$ cat config.mk
export PLATFORM = sky130hd
export DESIGN_NAME = ppad_top
export DESIGN_NICKNAME = d
export VERILOG_FILES = /design/src/ppad_pkg.sv /design/src/ppad_top.sv /design/src/ppad_apb.sv /design/src/ppad_pin.sv
export VERILOG_INCLUDE_DIRS = /design/src
export SDC_FILE = /design/constraint.sdc
export NUM_CORES = 1
export LEC_CHECK = 0
export ABC_AREA = 1
export BUFFER_PORTS_ARGS = -buffer_cell sky130_fd_sc_hd__buf_2
export CAP_MARGIN = 20
export CORE_MARGIN = 2
export CORE_UTILIZATION = 48
export CTS_CLUSTER_SIZE = 28
export DETAILED_ROUTE_END_ITERATION = 7
export PLACE_DENSITY = 0.79
export SKIP_CTS_REPAIR_TIMING = 1
export SYNTH_ARGS = -nofsm -noshare
export SYNTH_HDL_FRONTEND = slang
export SYNTH_SLANG_ARGS = --single-unit
$ cat constraint.sdc
create_clock -name clk_i -period 2.2 [get_ports clk_i]
set_input_delay 0.11 -clock clk_i [delete_from_list [all_inputs] [get_ports clk_i]]
set_output_delay 0.11 -clock clk_i [all_outputs]
set_load 0.05 [all_outputs]
$ cat src/ppad_params.svh
// Register indices, byte addresses and reset values for ports A to D.
// Assumes inclusion by every file that decodes the register map.
`ifndef PPAD_PARAMS_SVH
`define PPAD_PARAMS_SVH

// Register indices; the byte address is four times the index
`define PPAD_IDX_A_DATA  4'h0
`define PPAD_IDX_A_DIR   4'h1
`define PPAD_IDX_B_DIR   4'h2
`define PPAD_IDX_B_DATA  4'h4
`define PPAD_IDX_C_DATA  4'h6
`define PPAD_IDX_C_DIR   4'h7
`define PPAD_IDX_D_DATA  4'h8
`define PPAD_IDX_D_DIR   4'h9

// Address layout: index in bits 5:2, low two bits must be zero or the access errors
`define PPAD_ADDR_W      12
`define PPAD_IDX_LSB     2
`define PPAD_IDX_MSB     5

// Reset value of every direction register
`define PPAD_DIR_RST     8'h00

// Width of the serial-shared group of port D
`define PPAD_SER_W       6

`endif

$ cat src/ppad_pkg.sv
// Types shared by the port A to D block.
// Assumes ppad_params.svh for the address width.
`include "ppad_params.svh"

package ppad_pkg;

   // Operating mode of the device
   typedef enum logic [1:0] {
      PPAD_SINGLE,
      PPAD_BOOT,
      PPAD_EXPANDED,
      PPAD_TEST
   } ppad_mode_e;

   // APB request from the master
   typedef struct packed {
      logic                      psel;
      logic                      penable;
      logic                      pwrite;
      logic [`PPAD_ADDR_W-1:0]   paddr;
      logic [31:0]               pwdata;
   } ppad_apb_s;

   // One 8-bit pin group: output level and output enable
   typedef struct packed {
      logic [7:0] o;
      logic [7:0] oe;
   } ppad_pins_s;

   // Register write strobe with index and byte
   typedef struct packed {
      logic       en;
      logic [3:0] idx;
      logic [7:0] data;
   } ppad_wr_s;

endpackage

$ cat src/ppad_top.sv
// Parallel ports A to D: data and direction registers on APB, pin muxing
// with timer, serial and external-bus functions.
// Assumes synchronous pin inputs and a mode input that is steady in use.
//
// How it works
// - Direction bit 1 makes the pin an output, 0 an input, all ports.
// - Reset clears the A and D direction registers, pins high impedance.
// - Reset leaves data registers untouched; input pins stay high impedance.
// - Port A and D data registers readable and writable anytime, not reset.
// - Timer-owned port A pin stores writes but pin ignores them.
// - Serial-owned port D pin stores writes but pin ignores them.
// - Port A bits map to captures, compares and pulse accumulator.
// - Expanded or test: port B drives address 8 to 15, unmapped.
// - Single-chip or boot: port B inputs with selectable pull-ups.
// - Port B and C data registers readable and writable in single-chip or boot only, not reset.
// - Expanded or test: port C is data bus 0 to 7, unmapped.
// - Single-chip or boot: port C comes out of reset as inputs.
// - External bus is non-multiplexed: address on B, data on C.
// - Six port D pins share serial functions; top two are plain I/O.
`timescale 1ns/10ps
`default_nettype none
`include "ppad_params.svh"

module ppad_top (
   input  wire logic                   clk_i,            // Core clock, 125 MHz
   input  wire logic                   arst_n_i,         // Async reset, active low
   input  wire ppad_pkg::ppad_apb_s    apb_i,            // APB request
   output logic [31:0]                 apb_prdata_o,     // APB read data
   output logic                        apb_pready_o,     // APB ready
   output logic                        apb_pslverr_o,    // APB error
   input  wire ppad_pkg::ppad_mode_e   mode_i,           // Operating mode
   input  wire logic [7:0]             pin_a_i,          // Port A pin levels
   input  wire logic [7:0]             pin_b_i,          // Port B pin levels
   input  wire logic [7:0]             pin_c_i,          // Port C pin levels
   input  wire logic [7:0]             pin_d_i,          // Port D pin levels
   output ppad_pkg::ppad_pins_s        pin_a_o,          // Port A drive
   output ppad_pkg::ppad_pins_s        pin_b_o,          // Port B drive
   output ppad_pkg::ppad_pins_s        pin_c_o,          // Port C drive
   output ppad_pkg::ppad_pins_s        pin_d_o,          // Port D drive
   input  wire logic [7:0]             timer_own_i,      // Timer owns port A bit
   input  wire logic [7:0]             timer_out_i,      // Timer output levels
   input  wire logic [7:0]             timer_oe_i,       // Timer output enables
   output logic [7:0]                  timer_pin_o,      // Port A levels to timer
   input  wire logic [5:0]             serial_own_i,     // Serial owns port D bit
   input  wire logic [5:0]             serial_out_i,     // Serial output levels
   input  wire logic [5:0]             serial_oe_i,      // Serial output enables
   output logic [5:0]                  serial_pin_o,     // Port D levels to serial
   input  wire logic [7:0]             ext_addr_hi_i,    // External address 15:8
   input  wire logic [7:0]             ext_data_i,       // External write data
   input  wire logic                   ext_data_drive_i, // Drive data bus out
   output logic [7:0]                  ext_data_o,       // Data bus levels
   output logic                        ext_cycle_o,      // Fall-through access pulse
   input  wire logic                   pullup_b_sel_i,   // Pull-up select, port B
   output logic                        pullup_b_o        // Port B pull-ups enabled
);

   // Register state
   logic [7:0]         a_data_q;
   logic [7:0]         b_data_q;
   logic [7:0]         c_data_q;
   logic [7:0]         d_data_q;
   logic [7:0]         a_dir_q;
   logic [7:0]         b_dir_q;
   logic [7:0]         c_dir_q;
   logic [7:0]         d_dir_q;

   // Bus side
   logic [3:0]         idx;
   ppad_pkg::ppad_wr_s wr;
   logic               expanded;
   logic               idx_bc;
   logic               hit;
   logic               fall;
   logic [7:0]         rdata;

   // Pin mux inputs
   logic [7:0]         d_own;
   logic [7:0]         d_alt_o;
   logic [7:0]         d_alt_oe;
   logic [7:0]         bus_own;
   logic [7:0]         c_alt_oe;

   // Read value: latched bit where driven out, pin level where input
   function automatic logic [7:0] rd_mix(input logic [7:0] dir, input logic [7:0] data,
                                         input logic [7:0] pin);
      rd_mix = (dir & data) | (~dir & pin);
   endfunction

   // Mode decode; expanded and test both carry the external bus
   assign expanded = (mode_i == ppad_pkg::PPAD_EXPANDED) || (mode_i == ppad_pkg::PPAD_TEST);
   assign bus_own  = {8{expanded}};

   // Ports B and C leave the map in bus modes and fall through instead
   assign idx_bc = (idx == `PPAD_IDX_B_DIR)  || (idx == `PPAD_IDX_B_DATA) ||
                   (idx == `PPAD_IDX_C_DATA) || (idx == `PPAD_IDX_C_DIR);
   assign fall   = expanded && idx_bc;
   assign hit    = !fall && ((idx == `PPAD_IDX_A_DATA) || (idx == `PPAD_IDX_A_DIR) ||
                             idx_bc || (idx == `PPAD_IDX_D_DATA) || (idx == `PPAD_IDX_D_DIR));

   // Read selection; fall-through reads return the external data bus
   assign rdata = fall                          ? pin_c_i :
                  (idx == `PPAD_IDX_A_DATA)     ? rd_mix(a_dir_q, a_data_q, pin_a_i) :
                  (idx == `PPAD_IDX_A_DIR)      ? a_dir_q :
                  (idx == `PPAD_IDX_B_DIR)      ? b_dir_q :
                  (idx == `PPAD_IDX_B_DATA)     ? rd_mix(b_dir_q, b_data_q, pin_b_i) :
                  (idx == `PPAD_IDX_C_DATA)     ? rd_mix(c_dir_q, c_data_q, pin_c_i) :
                  (idx == `PPAD_IDX_C_DIR)      ? c_dir_q :
                  (idx == `PPAD_IDX_D_DATA)     ? rd_mix(d_dir_q, d_data_q, pin_d_i) :
                  (idx == `PPAD_IDX_D_DIR)      ? d_dir_q : 8'h00;

   // Bus front end
   ppad_apb u_apb (
      .clk_i     (clk_i),
      .arst_n_i  (arst_n_i),
      .req_i     (apb_i),
      .rdata_i   (rdata),
      .hit_i     (hit),
      .fall_i    (fall),
      .idx_o     (idx),
      .wr_o      (wr),
      .prdata_o  (apb_prdata_o),
      .pready_o  (apb_pready_o),
      .pslverr_o (apb_pslverr_o),
      .ext_o     (ext_cycle_o)
   );

   // Data registers carry no reset: contents survive reset unchanged
   always_ff @(posedge clk_i) begin
      if (wr.en && (wr.idx == `PPAD_IDX_A_DATA)) a_data_q <= wr.data;
      if (wr.en && (wr.idx == `PPAD_IDX_B_DATA)) b_data_q <= wr.data;
      if (wr.en && (wr.idx == `PPAD_IDX_C_DATA)) c_data_q <= wr.data;
      if (wr.en && (wr.idx == `PPAD_IDX_D_DATA)) d_data_q <= wr.data;
   end

   // Direction registers clear on reset so every pin not owned by the bus or an alternate function starts as input
   always_ff @(posedge clk_i or negedge arst_n_i) begin
      if (!arst_n_i) begin
         a_dir_q <= `PPAD_DIR_RST;
         b_dir_q <= `PPAD_DIR_RST;
         c_dir_q <= `PPAD_DIR_RST;
         d_dir_q <= `PPAD_DIR_RST;
      end else begin
         if (wr.en && (wr.idx == `PPAD_IDX_A_DIR)) a_dir_q <= wr.data;
         if (wr.en && (wr.idx == `PPAD_IDX_B_DIR)) b_dir_q <= wr.data;
         if (wr.en && (wr.idx == `PPAD_IDX_C_DIR)) c_dir_q <= wr.data;
         if (wr.en && (wr.idx == `PPAD_IDX_D_DIR)) d_dir_q <= wr.data;
      end
   end

   // Port A: bits 0-2 captures 3,2,1; bit 3 compare 5/1 or capture 4;
   // bits 4-6 compares 4,3,2 with compare 1; bit 7 accumulator input
   ppad_pin u_pin_a (
      .clk_i    (clk_i),
      .arst_n_i (arst_n_i),
      .data_i   (a_data_q),
      .dir_i    (a_dir_q),
      .own_i    (timer_own_i),
      .alt_o_i  (timer_out_i),
      .alt_oe_i (timer_oe_i),
      .pins_o   (pin_a_o)
   );

   // Port B: high address 15:8 in bus modes, always driven there
   ppad_pin u_pin_b (
      .clk_i    (clk_i),
      .arst_n_i (arst_n_i),
      .data_i   (b_data_q),
      .dir_i    (b_dir_q),
      .own_i    (bus_own),
      .alt_o_i  (ext_addr_hi_i),
      .alt_oe_i (8'hFF),
      .pins_o   (pin_b_o)
   );

   // Port C: data bus 7:0, direction set by the bus cycle
   assign c_alt_oe = {8{ext_data_drive_i}};
   ppad_pin u_pin_c (
      .clk_i    (clk_i),
      .arst_n_i (arst_n_i),
      .data_i   (c_data_q),
      .dir_i    (c_dir_q),
      .own_i    (bus_own),
      .alt_o_i  (ext_data_i),
      .alt_oe_i (c_alt_oe),
      .pins_o   (pin_c_o)
   );

   // Port D: only bits 5:0 can be taken by the serial blocks
   assign d_own    = {2'b00, serial_own_i};
   assign d_alt_o  = {2'b00, serial_out_i};
   assign d_alt_oe = {2'b00, serial_oe_i};
   ppad_pin u_pin_d (
      .clk_i    (clk_i),
      .arst_n_i (arst_n_i),
      .data_i   (d_data_q),
      .dir_i    (d_dir_q),
      .own_i    (d_own),
      .alt_o_i  (d_alt_o),
      .alt_oe_i (d_alt_oe),
      .pins_o   (pin_d_o)
   );

   // Pin levels handed to on-chip functions, registered for clean outputs
   always_ff @(posedge clk_i or negedge arst_n_i) begin
      if (!arst_n_i) begin
         timer_pin_o  <= 8'h00;
         serial_pin_o <= 6'h00;
         ext_data_o   <= 8'h00;
         pullup_b_o   <= 1'b0;
      end else begin
         timer_pin_o  <= pin_a_i;
         serial_pin_o <= pin_d_i[`PPAD_SER_W-1:0];
         ext_data_o   <= pin_c_i;
         pullup_b_o   <= pullup_b_sel_i && !expanded;
      end
   end

   // Helper for checks: marks the first cycle after reset release
   logic first_q;
   always_ff @(posedge clk_i or negedge arst_n_i) begin
      if (!arst_n_i) first_q <= 1'b1;
      else           first_q <= 1'b0;
   end
endmodule // ppad_top

`default_nettype wire

$ cat src/ppad_apb.sv
// APB slave front end: index decode, zero-wait answer and write strobe.
// Assumes the parent supplies read data and the hit flag for idx_o.
`timescale 1ns/10ps
`default_nettype none
`include "ppad_params.svh"

module ppad_apb (
   input  wire logic               clk_i,      // Core clock
   input  wire logic               arst_n_i,   // Async reset, active low
   input  wire ppad_pkg::ppad_apb_s req_i,     // APB request
   input  wire logic [7:0]         rdata_i,    // Read value at idx_o
   input  wire logic               hit_i,      // idx_o is mapped
   input  wire logic               fall_i,     // idx_o falls to external bus
   output logic [3:0]              idx_o,      // Decoded index
   output ppad_pkg::ppad_wr_s      wr_o,       // Write strobe
   output logic [31:0]             prdata_o,   // Registered read data
   output logic                    pready_o,   // Registered ready
   output logic                    pslverr_o,  // Registered error
   output logic                    ext_o       // Fall-through pulse
);

   logic        setup;
   logic        aligned;
   logic        ok;
   logic        done;

   // Decode; unaligned or out-of-range addresses are errors
   assign idx_o   = req_i.paddr[`PPAD_IDX_MSB:`PPAD_IDX_LSB];
   assign aligned = (req_i.paddr[1:0] == 2'h0) && (req_i.paddr[`PPAD_ADDR_W-1:6] == '0);
   assign ok      = aligned && (hit_i || fall_i);
   assign setup   = req_i.psel && !req_i.penable && !pready_o;
   assign done    = req_i.psel && req_i.penable && pready_o;

   // Writes land only on the edge that completes the access
   assign wr_o.en   = done && req_i.pwrite && aligned && hit_i;
   assign wr_o.idx  = idx_o;
   assign wr_o.data = req_i.pwdata[7:0];

   // Answer is prepared in setup so every answer output leaves a flop
   always_ff @(posedge clk_i or negedge arst_n_i) begin
      if (!arst_n_i) begin
         pready_o  <= 1'b0;
         pslverr_o <= 1'b0;
         prdata_o  <= 32'h0000_0000;
         ext_o     <= 1'b0;
      end else begin
         pready_o  <= setup;
         pslverr_o <= setup && !ok;
         prdata_o  <= (setup && !req_i.pwrite && ok) ? {24'h00_0000, rdata_i} : 32'h0000_0000;
         ext_o     <= setup && aligned && fall_i;
      end
   end

endmodule // ppad_apb

`default_nettype wire

$ cat src/ppad_pin.sv
// Pin stage for one 8-bit port: mux between port logic and alternate owner.
// Assumes alternate inputs are synchronous to clk_i.
`timescale 1ns/10ps
`default_nettype none

module ppad_pin (
   input  wire logic        clk_i,     // Core clock
   input  wire logic        arst_n_i,  // Async reset, active low
   input  wire logic [7:0]  data_i,    // Port data register
   input  wire logic [7:0]  dir_i,     // Direction register, 1 = output
   input  wire logic [7:0]  own_i,     // Alternate function owns the pin
   input  wire logic [7:0]  alt_o_i,   // Alternate output level
   input  wire logic [7:0]  alt_oe_i,  // Alternate output enable
   output ppad_pkg::ppad_pins_s pins_o // Registered pin drive
);

   logic [7:0] o_d;
   logic [7:0] oe_d;

   // An owned pin ignores the data register, so writes still store only
   assign o_d  = (own_i & alt_o_i) | (~own_i & data_i);
   assign oe_d = (own_i & alt_oe_i) | (~own_i & dir_i);

   // Drivers come up off so every pin starts high impedance
   always_ff @(posedge clk_i or negedge arst_n_i) begin
      if (!arst_n_i) begin
         pins_o <= '0;
      end else begin
         pins_o.o  <= o_d;
         pins_o.oe <= oe_d;
      end
   end

endmodule // ppad_pin

`default_nettype wire

==> results of run 1 <==
-- flip-flops by register name, indices dropped and copies added, names as in the netlist, 16 cells and up --
| register | cells |
|---|---|
| u_pin_a.pins_o | 16 |
| u_pin_b.pins_o | 16 |
| u_pin_c.pins_o | 16 |
| u_pin_d.pins_o | 16 |
-- cell families (layout without fill, tap and decap cells) --
family / Yosys count / after routing / share of synthesized area
DFF: 162 / 162 / 0.6370
AOI/OAI and AO/OA: 133 / 133 / 0.1055
buffers and inverters: 106 / 452 / 0.07887
and+or+nand+nor: 266 / 266 / 0.1780
other: 1 / 25 / 0.0005669
-- final cells by class --
cell class	count	area, um^2
inverters	71	266.5
diodes	1	2.502
clock inverters	8	72.57
fillers	919	3694
repair buffers	349	2409
clock buffers	24	504.2
multi-input cells	423	1966
flip-flops and latches	162	4214
well taps	176	220.2
-- stage by stage --
step / instances / util / power [mW] / setup WS, ps / cell area [um^2]
after global routing: 1213 / 0.7231 / 7.313 / 314.0 / 9652
after global placement: 1058 / 0.5876 / 4.059 / 352.2 / 7844
final: 1214 / 0.7233 / 7.096 / 411.7 / 9654
after CTS: 1090 / 0.6309 / 6.907 / 493.6 / 8421
after detailed placement: 1058 / 0.5876 / 4.071 / 329.0 / 7844
after floorplan: 691 / - / 3.767 / 142.9 / 6701
-- metal layers --
| layer | vias up | global-route usage | routed length (um) |
|---|---|---|---|
| met1 | 2878 | 0.3039 | 8235 |
| li1 | 2838 | - | - |
| met5 | - | 0 | 7 |
| met2 | 293 | 0.4070 | 10510 |
| met3 | 45 | 0.06861 | 1561 |
| met4 | 2 | 0.09411 | 489 |
-- synthesized netlist by cell type --
cell type  instances
a21oi_1           27
buf_4             25
buf_6              4
clkbuf_1           6
conb_1             1
dfrtp_1          130
edfxtp_1          32
inv_1             71
nand2_1          161
nand2_4            1
nand3_1           18
nand3_4            1
nand3b_1           6
nand4_1            2
nor2_1            48
nor2_2             1
nor2_4             5
nor3_1             5
nor3_4             1
nor3b_2            1
nor4_1             1
o211ai_1           9
o21ai_0           92
o21ai_1            3
o21ai_2            1
o21bai_2           1
or2_2             15
-- final timing paths --
| check | from | to | cells past startpoint |
|---|---|---|---|
| min | apb_i[44] | u_apb.prdata_o[7] | 4 |
| max reg2reg | u_apb.pready_o | d_dir_q[3] | 6 |
| min in group asynchronous | arst_n_i | u_pin_d.pins_o[8] | 2 |
| max | serial_own_i[3] | u_pin_d.pins_o[3] | 6 |
| max in group asynchronous | arst_n_i | u_pin_a.pins_o[8] | 3 |
| min reg2reg | d_data_q[7] | u_pin_d.pins_o[15] | 0 |
-- worst reg2reg max path, cell delays in order, from the launching register on --
cell and delay, ps:
dfrtp_1 380, nand4_1 170, nor3b_2 320, nand3_4 200
nor2_4 350, nand2_1 140, o21ai_0 110
-- power by group through the flow --
stage | logic (mW) | clock network (mW) | registers [mW]
CTS | 0.856 | 2.89 | 3.16
detailed placement | 0.853 | 0 | 3.22
global placement | 0.845 | 0 | 3.21
floorplan | 0.251 | 0 | 3.52
global route | 1.11 | 3.03 | 3.17
finish | 1.05 | 2.88 | 3.16
==> flow_summary.ini, run 1 <==
[outcome]
outcome = complete, no violations

[synthesis]
yosysSeqAreaShare = 0.6370
yosys-top-cells-area = dfrtp_1 (49%), edfxtp_1 (15%), nand2_1 (9.1%), o21ai_0 (7.0%), inv_1 (4.0%)
ys_seq_elements = 162
synth.distinct_cells = 27
syn_area_um2 = 6615
synthCells = 668
synth_warnings = 0
yosys.area.top_type = dfrtp_1
synth_top_cell_area_share = 0.4918
syn_area_per_cell_um2 = 9.903

[grt]
grt_remaining_overflow = 0
grt_max_degree = 42
antenna_found_initial = 2
grt_pass1_vias = 5199
grt_pass1_wl_um = 26650
track_usage = 0.2447

[cts]
cts_tree = done
htreeDepth = 4
cts_buffers = 17
clk_latency_ps = 430
cts_root_buf = clkbuf_16
cts.path.max_buffers = 2
cts.sinks = 162
path_clk_slew_ps = 60

[worst_setup_path]
path_max_fanout = 4
arrival_ps = 2090
rrSetupSlack_ps = 460
cp_top_family = buffers and inverters
critPathBufInv = 4
crit_slowest_cell = dlygate4sd3_1
critPathMaxStageDelay_ps = 570
critPathLaunchType = input pin
required_ps = 2500
critPathKind = input pin to flop
crit_path_cell_trace = dlygate4sd3_1, buf_2, nand2_1, dlygate4sd3_1, o21ai_0, dlygate4sd3_1
crit_path_frequent_cell = dlygate4sd3_1
critPathCaptureType = flop

[sta]
holdWs_ps = 6.493
maxSlewHeadroom = 0.5975
timing.final.crit_period_ps = 1788
finalCritPeriodShare = 0.8129
maxSlewViolCount = 0
fin_skew_ps = 6.742
tns_ps = 0
fmax_mhz = 559.2
finalHoldViolCount = 0
tightest_slew_ps = 601.5
rsz0062_at_grt = no
setup_viol = 0

[floorplanning]
ioPinCount = 265
dieArea_um2 = 14740
core_area_um2 = 13350
die_h_um = 121.4
die_w_um = 121.4
initial_core_util = 0.4956
rows = 42

[routing]
drc = 0
num_vias = 6056
dr.pass1.iters = 6
viasPerCell = 4.988
ant_nets = 0
wl_per_cell_um = 17.13
drt_iter0_markers = 398
wl_um = 20800

[cells_and_area]
drive_gt1_frac = 0.2710
layout_common_cells = buf_2 (214), nand2_1 (161), dfrtp_1 (130)
layout.nets = 1167
layout_commonest_cell = buf_2
area_growth_pct = 45.94

[power]
clock_power_share = 0.406
vdd_drop_max_v = 0.0004878
power.density_nw_per_um2 = 735.0
pwr-share-comb = 0.148
swShare = 0.2670
p_leak_nw = 4.625
p_int_mw = 5.201
sequentialPowerShare = 0.446
switchingPower_mw = 1.895

[placement]
io_buffers = 215
dpl.hpwl_um = 13170
gp_congestion = 0.8865

[hold_path]
hp-class = input pin to flop

[job]
max_cap_viol_count = 0
Power figures use the tool's default switching activity.
==> inputs of run 2 (changes only) <==
Settings changed: ABC_AREA 1 to 0, CORE_UTILIZATION 48 to 49, PLACE_DENSITY 0.79 to 0.81.
Clock period 2.2 ns to 1.7 ns, I/O delays scaled along.
==> run 2 against run 1 <==
Net effect: total power increased by 38%; via count fell by 10%; sequential share of layout area fell by 0.93 points; first-iteration DRC count decreased by 20%; sequential cell count stayed put; largest power group is now the clock network.
==> flow_summary.ini, run 2 <==
[routing]
wl_per_cell_um = 20.69
dr.pass1.iters = 4
drc = 0
ant_nets = 0
drt_iter0_markers = 320
wl_um = 21330
num_vias = 5431
viasPerCell = 5.268

[cells_and_area]
final_area_um2 = 9868
drive_gt1_frac = 0.4561
n_antenna_cell = 0
final_cells = 1031
layout.nets = 985
layout_commonest_cell = buf_2
area_growth_pct = 48.39
layout_common_cells = buf_2 (214), dfrtp_1 (129), dlygate4sd3_1 (99)
final_core_util = 0.7452

[worst_setup_path]
critPathLaunchType = flop
critPathCaptureType = flop
critPathKind = flop to flop
r2r_start = u_apb.pready_o
critPathBufInv = 1
path_max_fanout = 8
critPathMaxStageDelay_ps = 360
crit_start = u_apb.pready_o
arrival_ps = 1960
cp_top_family = simple AND/OR/NAND/NOR gates
required_ps = 2010
crit_path_cell_trace = nand4_1, nor4_4, and3_1, buf_6, mux2_2
crit_slowest_cell = dfrtp_2

[cts]
htreeDepth = 4
clk_latency_ps = 430
cts.sinks = 162
cts_root_buf = clkbuf_16
path_clk_slew_ps = 60
cts.path.max_buffers = 2
cts_tree = done
cts_buffers = 17

[grt]
grt_max_degree = 51
antenna_found_initial = 0
grt_pass1_vias = 5248
grt_remaining_overflow = 0
grt_pass1_wl_um = 28960
track_usage = 0.2691

[power]
p_leak_nw = 4.660
power_mw = 9.781
power.density_nw_per_um2 = 991.2
vdd_drop_max_v = 0.0007198

[floorplanning]
die_h_um = 120.5
ioPinCount = 265
core_area_um2 = 13240
dieArea_um2 = 14520
die_w_um = 120.5
rows = 42
initial_core_util = 0.5022

[sta]
finalHoldViolCount = 0
timing.final.crit_period_ps = 1647
maxSlewViolCount = 0
holdWs_ps = 10.38
fmax_mhz = 607.0
finalCritPeriodShare = 0.9691
rsz0062_at_grt = yes
fin_skew_ps = 6.516
setup_viol = 0

[job]
max_cap_viol_count = 0

[hold_path]
hold_start = apb_i[45]
hp-class = input pin to flop

[synthesis]
yosys.cell_count.top_type = dfrtp_1
yosys-top-cells-area = dfrtp_1 (49%), edfxtp_1 (14%), mux2_2 (13%), mux2i_1 (2.7%), buf_4 (2.7%)
async_flop_share = 0.8025
yosys.area.top_type = dfrtp_1
synth.cells.most_frequent = dfrtp_1 (130), mux2_2 (76), edfxtp_1 (32)
ys_seq_elements = 162
synth.distinct_cells = 49
syn_area_per_cell_um2 = 13.85
synth_warnings = 0
yosysSeqAreaShare = 0.6337
synthFlopType = dfrtp_1
synthCells = 480
syn_area_um2 = 6650
synth_edf_count = 32
synth_top_cell_area_share = 0.4892

[placement]
placed_cell_area_um2 = 8158
io_buffers = 215
gp_congestion = 0.9231
dpl.hpwl_um = 14310
place_inst = 898

[outcome]
outcome = complete, no violations
[run 2: logic make-up after synthesis]
kind of cell	synth area share
and+or+nand+nor	0.05870
buffers and inverters	0.04779
DFF	0.6337
other	0.0005639
AOI/OAI and AO/OA	0.1035
muxes	0.1558
[run 2: worst paths after layout]
kind	to	slack (ps)	cells after the start
max	c_dir_q[1]	50	5
min	u_apb.pslverr_o	10	4
max reg2reg	c_dir_q[1]	50	5
min reg2reg	u_pin_d.pins_o[15]	380	0
max in group asynchronous	u_apb.pready_o	910	3
min in group asynchronous	u_pin_c.pins_o[8]	180	2
[run 2: report_power, final]
part           internal, mW  switching [mW]  total (mW)
clock network          2.80            1.49        4.29
registers              4.06          0.0300        4.09
logic                 0.485           0.911        1.40
total                  7.35            2.44        9.78
[run 2: per-stage QoR]
step	TNS [ps]	setup slack, ps
detailed placement	-4775	-189.8
global placement	-3870	-169.4
floorplan	-455.8	-56.97
CTS	0	0.3184
finish	0	52.57
global route	-216.1	-32.35
[run 2: layout make-up]
type / instances / area, um^2
well taps: 176 / 220.2
inverters: 12 / 45.04
repair buffers: 363 / 2490
clock inverters: 6 / 136.4
flip-flops and latches: 162 / 4215
fillers: 872 / 3374
clock buffers: 26 / 541.8
multi-input cells: 286 / 2220
[run 2: routing by layer]
layer  routed length [um]  vias to the layer above  global-route usage
met5                    0                        -                   0
met4                  541                        0             0.09230
met3                 1285                       48             0.05566
met2                11560                      239              0.4700
met1                 7945                     2706              0.3326
li1                     -                     2438                   -
[run 2: worst reg2reg max path, cell delays in order, from the launching register on]
cell,delay (ps)
dfrtp_2,360
nand4_1,160
nor4_4,300
and3_1,220
buf_6,140
mux2_2,340
